==> src/shared/fpe_defs.svh <==
// Functional notes
// - Page buffer holds 64 bytes, each with its own update flag.
// - Command 00H clears every page buffer byte and every update flag.
// - Data port write stores the byte at the low 6 address bits.
// - Data port write sets the update flag of the written location.
// - Low 6 address bits increment after each data write, wrapping; bits 7:6 kept.
// - Target page is the high address byte plus low address bits 7:6.
// - Only flagged bytes of the selected page are erased and reprogrammed.
// - Command 68H starts the erase-program cycle and stalls the processor.
// - Stall lasts until completion, interrupt or brown-out; status then holds the cycle result.
// - An interrupt during the cycle aborts it and sets the interrupted flag.
// - The cycle lasts 4 ms: 2 ms erase then 2 ms program.
// - Command register reads status; any command write clears all status bits.
// - Code memory pages are 64 bytes, matching the page buffer.
// - Erase-program only runs in unsecured sectors; code reads stay untouched.
// - Status bit 0 flags a cycle aborted by interrupt; brown-out abort and reset leave it clear.
// - Status bit 1 flags a security violation on a secured sector.
// - Bit 3 flags high-voltage abort; bit 2 flags high-voltage generator error.
`ifndef FPE_DEFS_SVH
`define FPE_DEFS_SVH

`define FPE_CMD_LOAD      8'h00
`define FPE_CMD_EP        8'h68
`define FPE_PAGE_BYTES    64
`define FPE_IDX_W         6
`define FPE_PAGE_W        10
`define FPE_OP_INTERRUPTED_BIT      0
`define FPE_SECURITY_VIOLATION_BIT  1
`define FPE_HV_ERROR_BIT            2
`define FPE_HV_ABORT_BIT            3
`define FPE_STATUS_RST    8'h00
`define FPE_ADDR_RST      8'h00
`define FPE_CLK_HZ        20000000
`define FPE_ERASE_TIME_MS 2
`define FPE_PROG_TIME_MS  2
`define FPE_ERASE_CYC     (`FPE_ERASE_TIME_MS * `FPE_CLK_HZ / 1000)
`define FPE_PROG_CYC      (`FPE_PROG_TIME_MS * `FPE_CLK_HZ / 1000)
`define FPE_SECT_SHIFT    4
`define FPE_N_SECTORS     64

`endif

==> src/shared/fpe_pkg.sv <==
package fpe_pkg;
    // Write strobes from the core for the four special-function registers
    typedef struct packed {
        logic       cmd_we;
        logic       addr_lo_we;
        logic       addr_hi_we;
        logic       data_we;
        logic [7:0] wdata;
    } fpe_sfr_wr_t;

    // Status view of the command register
    typedef struct packed {
        logic [3:0] rsvd;
        logic       high_voltage_abort_flag;
        logic       high_voltage_error_flag;
        logic       security_violation_flag;
        logic       op_interrupted_flag;
    } fpe_status_t;

    typedef enum logic [2:0] {
        FPE_IDLE  = 3'b001,
        FPE_ERASE = 3'b010,
        FPE_PROG  = 3'b100
    } fpe_state_t;
endpackage

==> src/fpe_phase_timer.sv <==
`include "fpe_defs.svh"

module fpe_phase_timer
    import fpe_pkg::*;
#(
    parameter int ERASE_CYC = `FPE_ERASE_CYC,
    parameter int PROG_CYC  = `FPE_PROG_CYC
) (
    input  wire logic       sys_clk,
    input  wire logic       arst_n,
    input  wire logic       start,
    input  wire logic       abort,
    output fpe_state_t      phase,
    output logic            done
);
    localparam int CNT_W = $clog2(ERASE_CYC + PROG_CYC) + 1;

    fpe_state_t       state_reg;
    logic [CNT_W-1:0] cnt_reg;

    // Fixed length regardless of how many bytes are flagged
    assign done  = (state_reg == FPE_PROG) && (cnt_reg == CNT_W'(ERASE_CYC + PROG_CYC - 1));
    assign phase = state_reg;

    // Phase sequencing: erase first, then program
    always_ff @(posedge sys_clk or negedge arst_n) begin
        if (!arst_n) begin
            state_reg <= FPE_IDLE;
        end else begin
            case (state_reg)
                FPE_IDLE: begin
                    if (start) begin
                        state_reg <= FPE_ERASE;
                    end
                end
                FPE_ERASE: begin
                    if (abort) begin
                        state_reg <= FPE_IDLE;
                    end else if (cnt_reg == CNT_W'(ERASE_CYC - 1)) begin
                        state_reg <= FPE_PROG;
                    end
                end
                FPE_PROG: begin
                    if (abort || done) begin
                        state_reg <= FPE_IDLE;
                    end
                end
                default: state_reg <= FPE_IDLE;
            endcase
        end
    end

    // Cycle counter runs across both phases
    always_ff @(posedge sys_clk or negedge arst_n) begin
        if (!arst_n) begin
            cnt_reg <= '0;
        end else if (state_reg == FPE_IDLE) begin
            cnt_reg <= '0;
        end else begin
            cnt_reg <= cnt_reg + CNT_W'(1);
        end
    end
endmodule

==> src/fpe_engine.sv <==
`include "fpe_defs.svh"

module fpe_engine
    import fpe_pkg::*;
#(
    parameter int ERASE_CYC = `FPE_ERASE_CYC,
    parameter int PROG_CYC  = `FPE_PROG_CYC
) (
    input  wire logic                          sys_clk,
    input  wire logic                          arst_n,
    input  fpe_sfr_wr_t                        sfr_wr,
    input  wire logic                          irq_req,
    input  wire logic                          brownout,
    input  wire logic                          bod_enabled,
    input  wire logic                          hv_fault,
    input  wire logic [`FPE_N_SECTORS-1:0]     sector_secured,
    output logic [7:0]                         flash_cmd_status_reg,
    output logic [7:0]                         flash_addr_low_reg,
    output logic [7:0]                         flash_addr_high_reg,
    output logic                               cpu_stall,
    output logic                               hv_erase,
    output logic                               hv_program,
    output logic [`FPE_PAGE_W-1:0]             fl_page,
    output logic [`FPE_PAGE_BYTES-1:0]         fl_byte_mask,
    output logic [`FPE_PAGE_BYTES-1:0][7:0]    fl_page_data
);
    localparam int TOTAL_CYC = ERASE_CYC + PROG_CYC;
    localparam int BC_W      = $clog2(TOTAL_CYC) + 1;

    // Page buffer and its update flags, flip-flop storage
    logic [`FPE_PAGE_BYTES-1:0][7:0] page_buf_reg;
    logic [`FPE_PAGE_BYTES-1:0]      upd_flag_reg;
    fpe_status_t                     status_reg;
    logic [`FPE_PAGE_W-1:0]          page_lat_reg;
    fpe_state_t                      phase;
    logic                            cyc_done;
    logic                            busy;
    logic                            abort_now;
    logic                            cmd_ok;
    logic                            is_load;
    logic                            is_ep;
    logic                            page_secured;
    logic                            ep_start;
    logic [`FPE_IDX_W-1:0]           wr_idx;
    logic [`FPE_PAGE_W-1:0]          page_now;
    logic [BC_W-1:0]                 busy_cnt;

    // Sector lookup of a page; used for the start check and by assertions
    function automatic logic sector_locked(input logic [`FPE_PAGE_W-1:0] pg,
                                           input logic [`FPE_N_SECTORS-1:0] map);
        logic [`FPE_PAGE_W-1:0] sect;
        sect = pg >> `FPE_SECT_SHIFT;
        return map[sect[$clog2(`FPE_N_SECTORS)-1:0]];
    endfunction

    // Command decode; the core is stalled while busy, so writes then are dropped
    assign busy         = (phase != FPE_IDLE);
    assign cmd_ok       = sfr_wr.cmd_we && !busy;
    assign is_load      = cmd_ok && (sfr_wr.wdata == `FPE_CMD_LOAD);
    assign is_ep        = cmd_ok && (sfr_wr.wdata == `FPE_CMD_EP);
    assign page_now     = {flash_addr_high_reg, flash_addr_low_reg[7:6]};
    assign page_secured = sector_locked(page_now, sector_secured);
    assign ep_start     = is_ep && !page_secured && bod_enabled;
    assign abort_now    = busy && (irq_req || brownout);
    assign wr_idx       = flash_addr_low_reg[`FPE_IDX_W-1:0];

    fpe_phase_timer #(
        .ERASE_CYC (ERASE_CYC),
        .PROG_CYC  (PROG_CYC)
    ) u_timer (
        .sys_clk   (sys_clk),
        .arst_n    (arst_n),
        .start     (ep_start),
        .abort     (abort_now),
        .phase     (phase),
        .done      (cyc_done)
    );

    // Stall is a handshake level toward the core
    assign cpu_stall    = busy;
    assign hv_erase     = (phase == FPE_ERASE);
    assign hv_program   = (phase == FPE_PROG);
    assign fl_page      = page_lat_reg;
    // Array only touches bytes whose flags are set
    assign fl_byte_mask = upd_flag_reg;
    assign fl_page_data = page_buf_reg;
    assign flash_cmd_status_reg = status_reg;

    // Low address: firmware load or auto-increment that keeps bits 7:6
    always_ff @(posedge sys_clk or negedge arst_n) begin
        if (!arst_n) begin
            flash_addr_low_reg <= `FPE_ADDR_RST;
        end else if (sfr_wr.addr_lo_we && !busy) begin
            flash_addr_low_reg <= sfr_wr.wdata;
        end else if (sfr_wr.data_we && !busy) begin
            flash_addr_low_reg <= {flash_addr_low_reg[7:6], wr_idx + 6'h01};
        end
    end

    // High address keeps its value across cycles
    always_ff @(posedge sys_clk or negedge arst_n) begin
        if (!arst_n) begin
            flash_addr_high_reg <= `FPE_ADDR_RST;
        end else if (sfr_wr.addr_hi_we && !busy) begin
            flash_addr_high_reg <= sfr_wr.wdata;
        end
    end

    // Page sampled at the start so later address writes cannot move the cycle
    always_ff @(posedge sys_clk or negedge arst_n) begin
        if (!arst_n) begin
            page_lat_reg <= '0;
        end else if (ep_start) begin
            page_lat_reg <= page_now;
        end
    end

    // Buffer bytes and flags; reloading a location just overwrites it
    genvar gi;
    generate
        for (gi = 0; gi < `FPE_PAGE_BYTES; gi++) begin : g_byte
            always_ff @(posedge sys_clk or negedge arst_n) begin
                if (!arst_n) begin
                    page_buf_reg[gi] <= 8'h00;
                    upd_flag_reg[gi] <= 1'b0;
                end else if (is_load) begin
                    page_buf_reg[gi] <= 8'h00;
                    upd_flag_reg[gi] <= 1'b0;
                end else if (sfr_wr.data_we && !busy && wr_idx == `FPE_IDX_W'(gi)) begin
                    page_buf_reg[gi] <= sfr_wr.wdata;
                    upd_flag_reg[gi] <= 1'b1;
                end
            end
        end
    endgenerate

    // Status: cleared by any command, set by this cycle's events
    always_ff @(posedge sys_clk or negedge arst_n) begin
        if (!arst_n) begin
            status_reg <= `FPE_STATUS_RST;
        end else if (cmd_ok) begin
            status_reg                         <= `FPE_STATUS_RST;
            status_reg.security_violation_flag <= is_ep && page_secured;
            status_reg.high_voltage_abort_flag <= is_ep && !page_secured && !bod_enabled;
        end else if (busy) begin
            if (abort_now) begin
                // Flag was cleared at the start and the abort ends the cycle
                status_reg.op_interrupted_flag     <= irq_req;
                status_reg.high_voltage_abort_flag <= 1'b1;
            end
            if (hv_fault) begin
                status_reg.high_voltage_error_flag <= 1'b1;
            end
        end
    end

    // Helper count of stalled cycles, read only by assertions
    always_ff @(posedge sys_clk or negedge arst_n) begin
        if (!arst_n) begin
            busy_cnt <= '0;
        end else if (busy) begin
            busy_cnt <= busy_cnt + BC_W'(1);
        end else begin
            busy_cnt <= '0;
        end
    end
endmodule

==> config.mk <==
export PLATFORM = sky130hd
export DESIGN_NAME = fpe_engine
export DESIGN_NICKNAME = d
export VERILOG_FILES = /design/src/shared/fpe_pkg.sv /design/src/fpe_phase_timer.sv /design/src/fpe_engine.sv
export VERILOG_INCLUDE_DIRS = /design/src /design/src/shared
export SDC_FILE = /design/constraint.sdc
export NUM_CORES = 1
export LEC_CHECK = 0
export BUFFER_PORTS_ARGS = -buffer_cell sky130_fd_sc_hd__buf_2
export CORE_AREA = 3 3 268 270
export CTS_CLUSTER_DIAMETER = 80
export CTS_CLUSTER_SIZE = 8
export DETAILED_ROUTE_END_ITERATION = 6
export DIE_AREA = 0 0 271 273
export PLACE_DENSITY_LB_ADDON = 0.05
export SLEW_MARGIN = 15
export SYNTH_ARGS = -nofsm -noshare
export SYNTH_HDL_FRONTEND = slang
export SYNTH_SLANG_ARGS = --single-unit
==> constraint.sdc <==
create_clock -name sys_clk -period 4.85 [get_ports sys_clk]
set_input_delay 0.485 -clock sys_clk [delete_from_list [all_inputs] [get_ports sys_clk]]
set_output_delay 0.485 -clock sys_clk [all_outputs]
set_load 0.02 [all_outputs]
==> flow_summary.toml <==
[run_status]
status = "complete, no violations"

[floorplan]
die_area_um2 = 74000
pin_count = 695
initial_core_util_pct = 37.5
die_y_um = 273
die_w_um = 271
core_area_um2 = 69800
std_cell_rows = 97

[setup_path]
cpPeakStageDelay_ps = 780
cp-end-kind = "flip-flop"
cpMaxStageDelayCell = "or4_4"
cp-start-kind = "flip-flop"
arrival_ps = 3880
crit_required_ps = 5340
worstSetupPathType = "reg2reg"
worst-path-max-fanout = 24
path_cells = "nor3b_4 -> and2_4 -> nand3_2 -> or4_4 -> buf_4 -> o21ai_4 -> mux2_1"

[power_and_ir_drop]
power_density_nw_per_um2 = 531
leakagePower_nw = 16.7
finalPower_mw = 17.5
vdd_drop_max_mv = 0.280

[timing]
whs_ps = 105
rsz0062_at_grt = "false"
fin_worst_skew_ps = 15.5
fmax_ghz = 0.294
hold_violations = 0
post-route-min-period_ps = 3400
finalSetupViolations = 0
worst_pin_slew_ps = 1080
drv_slew = 0
finalSetupTns_ps = 0
slew_headroom_pct = 28.0
fin_crit_sh_pct = 70.1

[placed_design]
dpl.hpwl_um = 69000
globalplace.congestion = 0.956
place_inst = 3836
portBuffers = 690

[clocking]
hold_buffers = 1
cts_buffers = 88
clk_path_buf_depth = 3
cts_resized = 0
post-cts-setup-buffer-count = 0
h-tree-depth = 3
cts.sinks = 627
clk_latency_ps = 630
cts.clk_slew.worst_paths_ps = 50
cts-root-buf = "clkbuf_16"
cts_tree = "built"

[global_route]
grt_pass1_wl_um = 145000
grt_pass1_vias = 20400
grt_max_degree = 184
grt_usage_pct = 26.5
grt-ovfl-total = 0
antenna_found_initial = 8

[finish]
fin_util_pct = 47.2
final-seq-area_um2 = 15700
fillers = 6623
layout.nets = 3074
multi_input_area_um2 = 9840
largest_reg_flops = 512
syn_to_final_growth_pct = 26.0
final_cells = 3941
drive_above_1_share_pct = 33.8

[logic_synthesis]
yosys_warnings = 0
avgSynthCellArea_um2 = 11.4
synth_top_area_cell = "dfrtp_1"
yosys-top-cells-area = "dfrtp_1 60%, nand2_1 7.7%, mux2_1 7.2%, o21ai_0 5.1%, mux2_4 4.4%"
synth_edf_count = 0
seq_area_frac_synth_pct = 60.0
netlist_area_um2 = 26200
ys_seq_elements = 627
synth_top_area_share_pct = 59.9
syn_inst = 2291
ys_async_sr_fraction_pct = 100
synth_flop_cell = "dfrtp_1"
synthTopCellsByCount = "626 x dfrtp_1, 539 x nand2_1, 268 x o21ai_0"
yosysMostFrequentCell = "dfrtp_1"
ys_types = 53

[detailed_routing]
vias = 19800
first_pass_iters = 7
drc_errors = 0
first_iter_violations = 1255
wl_per_cell_um = 25.3
wl_um = 99500
final_antenna_net_count = 0
viasPerCell = 5.02

[min_path]
hp-class = "in2reg"

[job]
drv_cap = 0
metal layers:
metal | GRT usage [%] | vias to the layer above | routed length (um)
met3 | 7.31 | 171 | 7280
li1 | - | 9039 | -
met5 | 0 | - | 33
met4 | 10.6 | 6 | 3760
met2 | 45.0 | 697 | 49200
met1 | 31.8 | 9879 | 39300
cell families (layout without fill, tap and decap cells):
logic type / Yosys count / count (layout) / synth area share (%)
buf+inv: 136 / 840 / 2.49
mux: 308 / 308 / 14.2
compound gates: 379 / 379 / 10.1
simple gates: 823 / 823 / 12.5
xor+xnor: 12 / 12 / 0.402
flops: 627 / 627 / 60.0
fa+ha+maj: 5 / 5 / 0.239
other cells: 1 / 7 / 0.0143
worst paths after layout:
| kind | endpoint | depth (start not counted) | slack [ps] | startpoint |
|---|---|---|---|---|
| worst max register to register | fl_page_data[355] | 7 | 1450 | u_timer.phase[0] |
| worst min register to register | fl_page_data[219] | 1 | 480 | fl_page_data[219] |
| max in group asynchronous | fl_page_data[364] | 3 | 3110 | arst_n |
| worst min-delay path | flash_cmd_status_reg[2] | 2 | 100 | hv_fault |
| worst max-delay path | fl_page_data[355] | 7 | 1450 | u_timer.phase[0] |
| min in group asynchronous | fl_page_data[445] | 2 | 550 | arst_n |
placed cells by master, fill, tap and decap left out, types with 6 or more instances in the layout:
cell type	instances
a21oi_1	18
a22oi_1	18
and3_1	7
buf_12	6
buf_2	689
buf_4	37
clkbuf_1	6
clkbuf_16	89
dfrtp_1	625
mux2_1	168
mux2_2	32
mux2_4	76
mux2i_1	32
nand2_1	538
nand3_1	12
nor2_1	220
o21ai_0	268
o21ai_4	59
xor2_1	10
critical path: cells and delay by family (launching register included):
family / cells / cell delay, ps
AO/OA/AOI/OAI: 1 / 190
buffers and inverters: 1 / 460
flip-flops: 1 / 550
multiplexers: 1 / 360
AND/OR/NAND/NOR: 4 / 1680
where the power goes:
group,leakage [nW],switching [mW],internal [mW]
logic,7.29,3.32,1.56
clock network,1.14,2.22,3.24
registers,8.29,0.699,6.46
cell type report:
type,instances,share of cell area (%)
multi-input cells,1531,29.9
diodes,3,0.0228
flip-flops and latches,627,47.6
well taps,940,3.57
inverters,5,0.0570
clock inverters,6,0.277
clock buffers,95,6.83
repair buffers,734,11.7
stage by stage:
step / area, um2 / worst slack (ps)
after floorplan: 26200 / 2550
after detailed placement: 30600 / 1420
after global routing: 32900 / 1260
after CTS: 32900 / 1420
after global placement: 30600 / 1510
final: 32900 / 1450
Note: power is estimated with default switching activity, not from simulation.
